--- config.mk ---
export PLATFORM = sky130hd
export DESIGN_NAME = indexed_config_port_decoder
export DESIGN_NICKNAME = d
export VERILOG_FILES = /design/src/verilog/setup_port_pkg.sv /design/src/verilog/indexed_config_port_decoder.sv
export SDC_FILE = /design/constraint.sdc
export NUM_CORES = 2
export LEC_CHECK = 0
export BUFFER_PORTS_ARGS = -buffer_cell sky130_fd_sc_hd__buf_2
export CAP_MARGIN = 30
export CORE_UTILIZATION = 30
export CTS_BUF_LIST = sky130_fd_sc_hd__clkbuf_8
export DETAILED_ROUTE_END_ITERATION = 8
export MAX_ROUTING_LAYER = met4
export PLACE_DENSITY = 0.45
export SLEW_MARGIN = 20
export SYNTH_ARGS = -nofsm -noshare
export SYNTH_HDL_FRONTEND = slang
export SYNTH_SLANG_ARGS = --single-unit
--- constraint.sdc ---
create_clock -name clk -period 4.4 [get_ports clk]
set_clock_uncertainty 0.05 [all_clocks]
set_input_delay 0.22 -clock clk [delete_from_list [all_inputs] [get_ports clk]]
set_output_delay 0.22 -clock clk [all_outputs]
set_load 0.02 [all_outputs]
--- src/verilog/setup_port_pkg.sv ---
// constants for the indexed chip setup and control port decoder
package setup_port_pkg;
  localparam logic [15:0] index_port_addr = 16'h0022;
  localparam logic [15:0] data_port_addr  = 16'h0023;
  localparam logic [7:0]  index_reset     = 8'h00;
  localparam logic [7:0]  reg_reset       = 8'h00;
  localparam logic [7:0]  reserved_value  = 8'hff;
  localparam logic [7:0]  mem_lo  = 8'h00;
  localparam logic [7:0]  mem_hi  = 8'h07;
  localparam logic [7:0]  cache_lo = 8'h10;
  localparam logic [7:0]  cache_hi = 8'h14;
  localparam logic [7:0]  pm_lo   = 8'h40;
  localparam logic [7:0]  pm_hi   = 8'h45;
  localparam logic [7:0]  mgmt_lo = 8'h90;
  localparam logic [7:0]  mgmt_hi = 8'h9d;
  localparam logic [7:0]  gpio_lo = 8'ha0;
  localparam logic [7:0]  gpio_hi = 8'hbd;
  localparam int          num_regs = 256;

  typedef enum logic [2:0] {
    grp_none  = 3'b000,
    grp_mem   = 3'b001,
    grp_cache = 3'b010,
    grp_pm    = 3'b011,
    grp_mgmt  = 3'b100,
    grp_gpio  = 3'b101
  } group_t;
endpackage

--- src/verilog/indexed_config_port_decoder.sv ---
// index/data port front end for the chip setup register space
`timescale 1ns/1ns
module indexed_config_port_decoder (
  // clock and reset
  input  wire logic        clk,
  input  wire logic        rstn,
  // host i/o cycle, one-cycle request
  input  wire logic        io_req,
  input  wire logic        io_wr,
  input  wire logic [15:0] io_addr,
  input  wire logic [1:0]  io_be,
  input  wire logic [15:0] io_wdata,
  // answer
  output logic             io_ack,
  output logic [7:0]       io_rdata,
  output logic             io_hit,
  // debug echo to expansion bus
  input  wire logic        echo_en,
  output logic             echo_valid,
  output logic [7:0]       echo_index,
  output logic [7:0]       echo_data,
  output logic             echo_wr,
  // state visible to the chip
  output logic [7:0]       cur_index,
  output logic [2:0]       cur_group
);
  // register storage, flat over the index space
  logic [7:0] regs_q [setup_port_pkg::num_regs];
  logic [7:0] index_q, index_d;
  logic       ack_q, ack_d, hit_q, hit_d;
  logic [7:0] rdata_q, rdata_d;
  logic       ev_q, ev_d, ewr_q, ewr_d;
  logic [7:0] eidx_q, eidx_d, edat_q, edat_d;
  // group of the stored index, kept in a flop so cur_group leaves the block registered
  setup_port_pkg::group_t group_q, group_d;
  logic       wr_en;
  logic [7:0] wr_idx, wr_val;

  // group decode of an index
  function automatic setup_port_pkg::group_t decode(input logic [7:0] idx);
    if (idx <= setup_port_pkg::mem_hi) return setup_port_pkg::grp_mem;
    if (idx >= setup_port_pkg::cache_lo && idx <= setup_port_pkg::cache_hi)
      return setup_port_pkg::grp_cache;
    if (idx >= setup_port_pkg::pm_lo && idx <= setup_port_pkg::pm_hi)
      return setup_port_pkg::grp_pm;
    if (idx >= setup_port_pkg::mgmt_lo && idx <= setup_port_pkg::mgmt_hi)
      return setup_port_pkg::grp_mgmt;
    if (idx >= setup_port_pkg::gpio_lo && idx <= setup_port_pkg::gpio_hi)
      return setup_port_pkg::grp_gpio;
    return setup_port_pkg::grp_none;
  endfunction

  // next-state: index capture, data access, answer, echo
  always_comb begin
    logic idx_cyc, dat_cyc;
    idx_cyc = io_req && io_addr == setup_port_pkg::index_port_addr;
    dat_cyc = io_req && io_addr == setup_port_pkg::data_port_addr;
    index_d = index_q;
    wr_en   = 1'b0;
    wr_idx  = index_q;
    wr_val  = io_wdata[7:0];
    rdata_d = 8'h00;
    ack_d   = io_req;
    hit_d   = idx_cyc || dat_cyc;
    if (idx_cyc && io_wr && io_be[0]) begin
      index_d = io_wdata[7:0];
      if (io_be[1]) begin
        wr_en  = 1'b1;
        wr_idx = io_wdata[7:0];
        wr_val = io_wdata[15:8];
      end
    end else if (idx_cyc && !io_wr) begin
      rdata_d = index_q;
    end else if (dat_cyc && io_wr) begin
      wr_en = 1'b1;
    end else if (dat_cyc) begin
      if (decode(index_q) != setup_port_pkg::grp_none) rdata_d = regs_q[index_q];
      else rdata_d = setup_port_pkg::reserved_value;
    end
    if (decode(wr_idx) == setup_port_pkg::grp_none) wr_en = 1'b0;
    ev_d   = wr_en && echo_en;
    ewr_d  = 1'b1;
    eidx_d = wr_idx;
    edat_d = wr_val;
    if (dat_cyc && !io_wr && echo_en) begin
      ev_d   = 1'b1;
      ewr_d  = 1'b0;
      edat_d = rdata_d;
    end
    // decode the index that will be stored, so group and index move on the same edge
    group_d = decode(index_d);
  end

  // registers
  always_ff @(posedge clk) begin
    if (!rstn) begin
      index_q <= setup_port_pkg::index_reset;
      group_q <= decode(setup_port_pkg::index_reset);
      ack_q   <= 1'b0;
      hit_q   <= 1'b0;
      rdata_q <= 8'h00;
      ev_q    <= 1'b0;
      ewr_q   <= 1'b0;
      eidx_q  <= 8'h00;
      edat_q  <= 8'h00;
    end else begin
      index_q <= index_d;
      group_q <= group_d;
      ack_q   <= ack_d;
      hit_q   <= hit_d;
      rdata_q <= rdata_d;
      ev_q    <= ev_d;
      ewr_q   <= ewr_d;
      eidx_q  <= eidx_d;
      edat_q  <= edat_d;
    end
  end

  // storage array, one entry per index
  for (genvar i = 0; i < setup_port_pkg::num_regs; i++) begin : g_reg
    always_ff @(posedge clk) begin
      if (!rstn) regs_q[i] <= setup_port_pkg::reg_reset;
      else if (wr_en && wr_idx == 8'(i)) regs_q[i] <= wr_val;
    end
  end

  assign io_ack     = ack_q;
  assign io_rdata   = rdata_q;
  assign io_hit     = hit_q;
  assign echo_valid = ev_q;
  assign echo_index = eidx_q;
  assign echo_data  = edat_q;
  assign echo_wr    = ewr_q;
  assign cur_index  = index_q;
  assign cur_group  = group_q;

  property p_index_load;
    @(posedge clk) disable iff (!rstn)
    io_req && io_wr && io_be[0] && io_addr == setup_port_pkg::index_port_addr
      |=> cur_index == $past(io_wdata[7:0]);
  endproperty
  a_index_load: assert property (p_index_load) else $error("index not captured");

  property p_index_hold;
    @(posedge clk) disable iff (!rstn)
    !(io_req && io_wr && io_addr == setup_port_pkg::index_port_addr) |=> $stable(cur_index);
  endproperty
  a_index_hold: assert property (p_index_hold) else $error("index changed");

  property p_ack;
    @(posedge clk) disable iff (!rstn) io_req |=> io_ack;
  endproperty
  a_ack: assert property (p_ack) else $error("no ack next cycle");

  property p_reserved_read;
    @(posedge clk) disable iff (!rstn)
    io_req && !io_wr && io_addr == setup_port_pkg::data_port_addr
      && decode(index_q) == setup_port_pkg::grp_none
      |=> io_rdata == setup_port_pkg::reserved_value;
  endproperty
  a_reserved_read: assert property (p_reserved_read) else $error("bad reserved read");

  // a data-port write to a decoded index lands in the entry that the index names
  property p_data_write;
    @(posedge clk) disable iff (!rstn)
    io_req && io_wr && io_addr == setup_port_pkg::data_port_addr
      && decode(index_q) != setup_port_pkg::grp_none
      |=> regs_q[cur_index] == $past(io_wdata[7:0]);
  endproperty
  a_data_write: assert property (p_data_write) else $error("data write lost");

  property p_word_write;
    @(posedge clk) disable iff (!rstn)
    io_req && io_wr && io_be == 2'b11 && io_addr == setup_port_pkg::index_port_addr
      && decode(io_wdata[7:0]) != setup_port_pkg::grp_none
      |=> regs_q[cur_index] == $past(io_wdata[15:8]);
  endproperty
  a_word_write: assert property (p_word_write) else $error("word write lost");

  property p_no_echo;
    @(posedge clk) disable iff (!rstn) !echo_en |=> !echo_valid;
  endproperty
  a_no_echo: assert property (p_no_echo) else $error("echo while disabled");

  property p_group_mem;
    @(posedge clk) disable iff (!rstn)
    cur_index <= setup_port_pkg::mem_hi |-> cur_group == setup_port_pkg::grp_mem;
  endproperty
  a_group_mem: assert property (p_group_mem) else $error("memory group decode");

  property p_group_cache;
    @(posedge clk) disable iff (!rstn)
    cur_index >= setup_port_pkg::cache_lo && cur_index <= setup_port_pkg::cache_hi
      |-> cur_group == setup_port_pkg::grp_cache;
  endproperty
  a_group_cache: assert property (p_group_cache) else $error("cache group decode");

  property p_group_mgmt;
    @(posedge clk) disable iff (!rstn)
    cur_index >= setup_port_pkg::mgmt_lo && cur_index <= setup_port_pkg::mgmt_hi
      |-> cur_group == setup_port_pkg::grp_mgmt;
  endproperty
  a_group_mgmt: assert property (p_group_mgmt) else $error("mgmt group decode");

  property p_group_gpio;
    @(posedge clk) disable iff (!rstn)
    cur_index >= setup_port_pkg::gpio_lo && cur_index <= setup_port_pkg::gpio_hi
      |-> cur_group == setup_port_pkg::grp_gpio;
  endproperty
  a_group_gpio: assert property (p_group_gpio) else $error("pin group decode");

  property p_group_pm;
    @(posedge clk) disable iff (!rstn)
    cur_index >= setup_port_pkg::pm_lo && cur_index <= setup_port_pkg::pm_hi
      |-> cur_group == setup_port_pkg::grp_pm;
  endproperty
  a_group_pm: assert property (p_group_pm) else $error("power group decode");

  // both ports are claimed on every cycle that reaches them
  property p_hit;
    @(posedge clk) disable iff (!rstn)
    io_req && (io_addr == setup_port_pkg::index_port_addr
      || io_addr == setup_port_pkg::data_port_addr) |=> io_hit;
  endproperty
  a_hit: assert property (p_hit) else $error("port access not claimed");

  // a write through a reserved index must leave storage untouched
  property p_reserved_write;
    @(posedge clk) disable iff (!rstn)
    io_req && io_wr && io_addr == setup_port_pkg::data_port_addr
      && decode(index_q) == setup_port_pkg::grp_none
      |=> regs_q[cur_index] == $past(regs_q[index_q]);
  endproperty
  a_reserved_write: assert property (p_reserved_write) else $error("reserved write");

  // with debug echo on, a landed data write is copied out on the next cycle
  property p_echo_write;
    @(posedge clk) disable iff (!rstn)
    echo_en && io_req && io_wr && io_addr == setup_port_pkg::data_port_addr
      && decode(index_q) != setup_port_pkg::grp_none
      |=> echo_valid && echo_wr && echo_data == $past(io_wdata[7:0]);
  endproperty
  a_echo_write: assert property (p_echo_write) else $error("write not echoed");
endmodule // indexed_config_port_decoder

==> flow_summary.yaml <==
outcome:
  status: "complete, no violations"
sta:
  slew_viol_final: 0
  finalSetupTns_ns: 0
  finalWorstPathRequiredPeriod_ns: 4.37
  finalHoldViolations: 0
  period_share_pct: 99.4
  rsz0062_at_grt: "false"
  worst_pin_slew_ns: 1.03
  relSlewSlack_pct: 31.2
  fmax_mhz: 229
  setup_viol_count_final: 0
  whs_ns: 0.133
synth:
  synth.most_common_cell: "edfxtp_1"
  netlist.area_leader.share_pct: 69.1
  synth-seq-area-share_pct: 70.7
  synth_cell_type_count: 72
  synth_ff_type: "edfxtp_1"
  ys_ff_latch: 1175
  async_flop_share_pct: 0
  synth_edf_count: 1136
  synth.largest_area_cell: "edfxtp_1"
  syn-instance-count: 3037
  synth.area.top_cells: "edfxtp_1 (69%), mux4_2 (13%), nor2_1 (3.1%)"
  netlist_area_um2: 49400
  postSynthAreaPerCell_um2: 16.3
  ys_warn_count: 0
  synth_common_cells: "edfxtp_1 (1,136), nor2_1 (402), mux4_2 (278)"
detailed_routing:
  detail-route-antenna-nets: 0
  drt_pass1_iterations: 6
  wl_met1_mm: 71.1
  drtIter0Drc: 3206
  dr.max_layer_used: "met4"
  via_count: 29729
  wl_mm: 160
  met2WireLength_mm: 73.4
  drcViolationCount: 0
  wl_per_cell_um: 25.5
  via_per_inst: 4.73
  routed-wl-met3_mm: 10.5
pwr:
  clkPwrFrac_pct: 40.1
  p_sw_mw: 5.51
  p_seq_share_pct: 55.7
  power.density_nw_per_um2: 394
  vdd_ir_drop_max_mv: 0.276
  p_sw_share_pct: 23.3
  power.internal_mw: 18.1
  comb_power_share_pct: 4.2
  p_leak_nw: 20.8
final_layout:
  fin_nets: 4001
  multi_input_area_um2: 15500
  seq_area_um2: 34900
  drive_gt1_share_pct: 22.1
  nFillCells: 15554
  area.growth.synth_to_final_pct: 21.4
clock_tree:
  clock_sinks: 1175
  ctsHtreeMaxLevel: 4
  cts_tree: "done"
  cts_setup_buffers: 0
  clkLatencyLatePin_ns: 0.97
  cts_buffer_depth: 3
  cts.reportedPaths.clkPinSlew_ns: 0.06
  numCtsBuffers: 205
  cts_root_buf: "clkbuf_8"
worst_setup_path:
  worst_ep_required_time_ns: 5.02
  end_kind: "flop"
  crit_arrival_ns: 4.99
  critPathKind: "input port to flop"
  timing.critical_path.from_type: "input port"
  cp_max_fo: 8
global_routing:
  grt_overflow: 0
  grt_first_pass_wirelength_mm: 227
  track_usage_pct: 19.8
  grt_pass1_vias: 29919
  antenna_found_initial: 5
  grt_start_max_net_pins: 77
place:
  hpwl_mm: 110
  place_congestion: 0.936
  io_buffers: 77
floorplan:
  core-area_um2: 163000
  die_area_um2: 166000
  die_w_um: 408
  die_y_um: 408
  io_pins: 78
  row_count: 148
  start_util_pct: 30.3
flow_run:
  maxCapViolCount: 0
worst_hold_path:
  holdCritPathClass: "input port to flop"
-- layer usage --
| layer | global-route usage (%) | up-vias |
|---|---|---|
| li1 | - | 13037 |
| met1 | 26.8 | 15291 |
| met3 | 3.95 | 281 |
| met4 | 6.93 | 0 |
| met5 | - | - |
| met2 | 29.5 | 1120 |
-- power groups by stage --
stage,Clock (mW),Combinational [mW],Sequential (mW)
floorplan,0,0.547,13.3
global placement,0,0.961,13.4
detailed placement,0,0.963,13.4
CTS,9.78,0.989,13.2
global route,10.2,1.07,13.2
finish,9.48,0.994,13.1
-- repair_timing --
action                                 in CTS  in global routing
hold buffers                               51                  0
gates resized for setup                     0                  1
setup endpoints to repair                   0                  3
endpoints found under the hold margin     259                  0
-- final timing paths --
kind,from,to,slack (ns),cells past startpoint
worst max-delay path,io_addr[12],regs_q[20][5]$_SDFFCE_PN0P_,0.03,12
worst min-delay path,io_wdata[0],cur_index[0]$_SDFF_PN0_,0.13,4
worst max register to register,cur_index[3]$_SDFF_PN0_,echo_data[3]$_SDFF_PN0_,0.07,8
worst min register to register,cur_index[5]$_SDFF_PN0_,io_rdata[5]$_SDFF_PN0_,0.63,2
-- cell families after synthesis --
logic type / Yosys count / share of synthesized area, %
DFF: 1175 / 70.7
muxes: 370 / 14.6
buffers and inverters: 354 / 3.04
other: 1 / 0.00760
and+or+nand+nor: 860 / 8.15
AOI/OAI and AO/OA: 277 / 3.51
-- placed cells by master (no fill, tap or decap), types with 15 or more instances in the layout --
master            n
a21oi_1          40
buf_12           16
buf_2            76
buf_4           194
clkbuf_8        219
clkinv_1         37
conb_1          632
dfxtp_1          34
dlygate4sd3_1    51
edfxtp_1       1136
inv_1           173
mux2_2           22
mux2i_1          63
mux4_2          278
nand2_1         115
nand2b_1         21
nand3_1          31
nor2_1          402
nor2b_1          15
nor3_1          161
nor3_2           28
nor4_1           16
o21ai_0          74
o22ai_1          75
-- worst max-delay path: stages --
cell	delay (ns)
dlygate4sd3_1	0.54
buf_2	0.13
nor4b_2	0.33
dlygate4sd3_1	0.64
nand3_1	0.10
nor2_2	0.32
dlygate4sd3_1	0.67
mux2i_1	0.55
or2_1	0.60
or2_1	0.47
o21ai_0	0.17
buf_4	0.25
-- final cells by class --
type | instances | share of cell area, %
inverters | 102 | 0.639
repair buffers | 339 | 4.48
clock inverters | 137 | 1.27
diodes | 4 | 0.0167
well taps | 2175 | 4.54
clock buffers | 219 | 5.03
multi-input cells | 2139 | 25.8
flip-flops and latches | 1175 | 58.2
-- per-stage QoR --
step                setup slack, ns  instances  area (um2)  util [%]  power [mW]
floorplan                      1.11       3668       51700         -        13.8
global placement             0.0422       5878       55600      34.1        14.3
detailed placement            0.244       5879       55600      34.1        14.3
CTS                           0.202       6286       59900      36.8        23.9
global route                0.00116       6290       59900      36.8        24.5
finish                       0.0264       6290       59900      36.8        23.6
-- sequential cells by signal, summed over array words and instances (netlist names), 3 cells and up --
register    flops
regs_q       1136
cur_index       8
echo_data       8
echo_index      8
io_rdata        8
cur_group       3
Power figures use the tool's default switching activity.
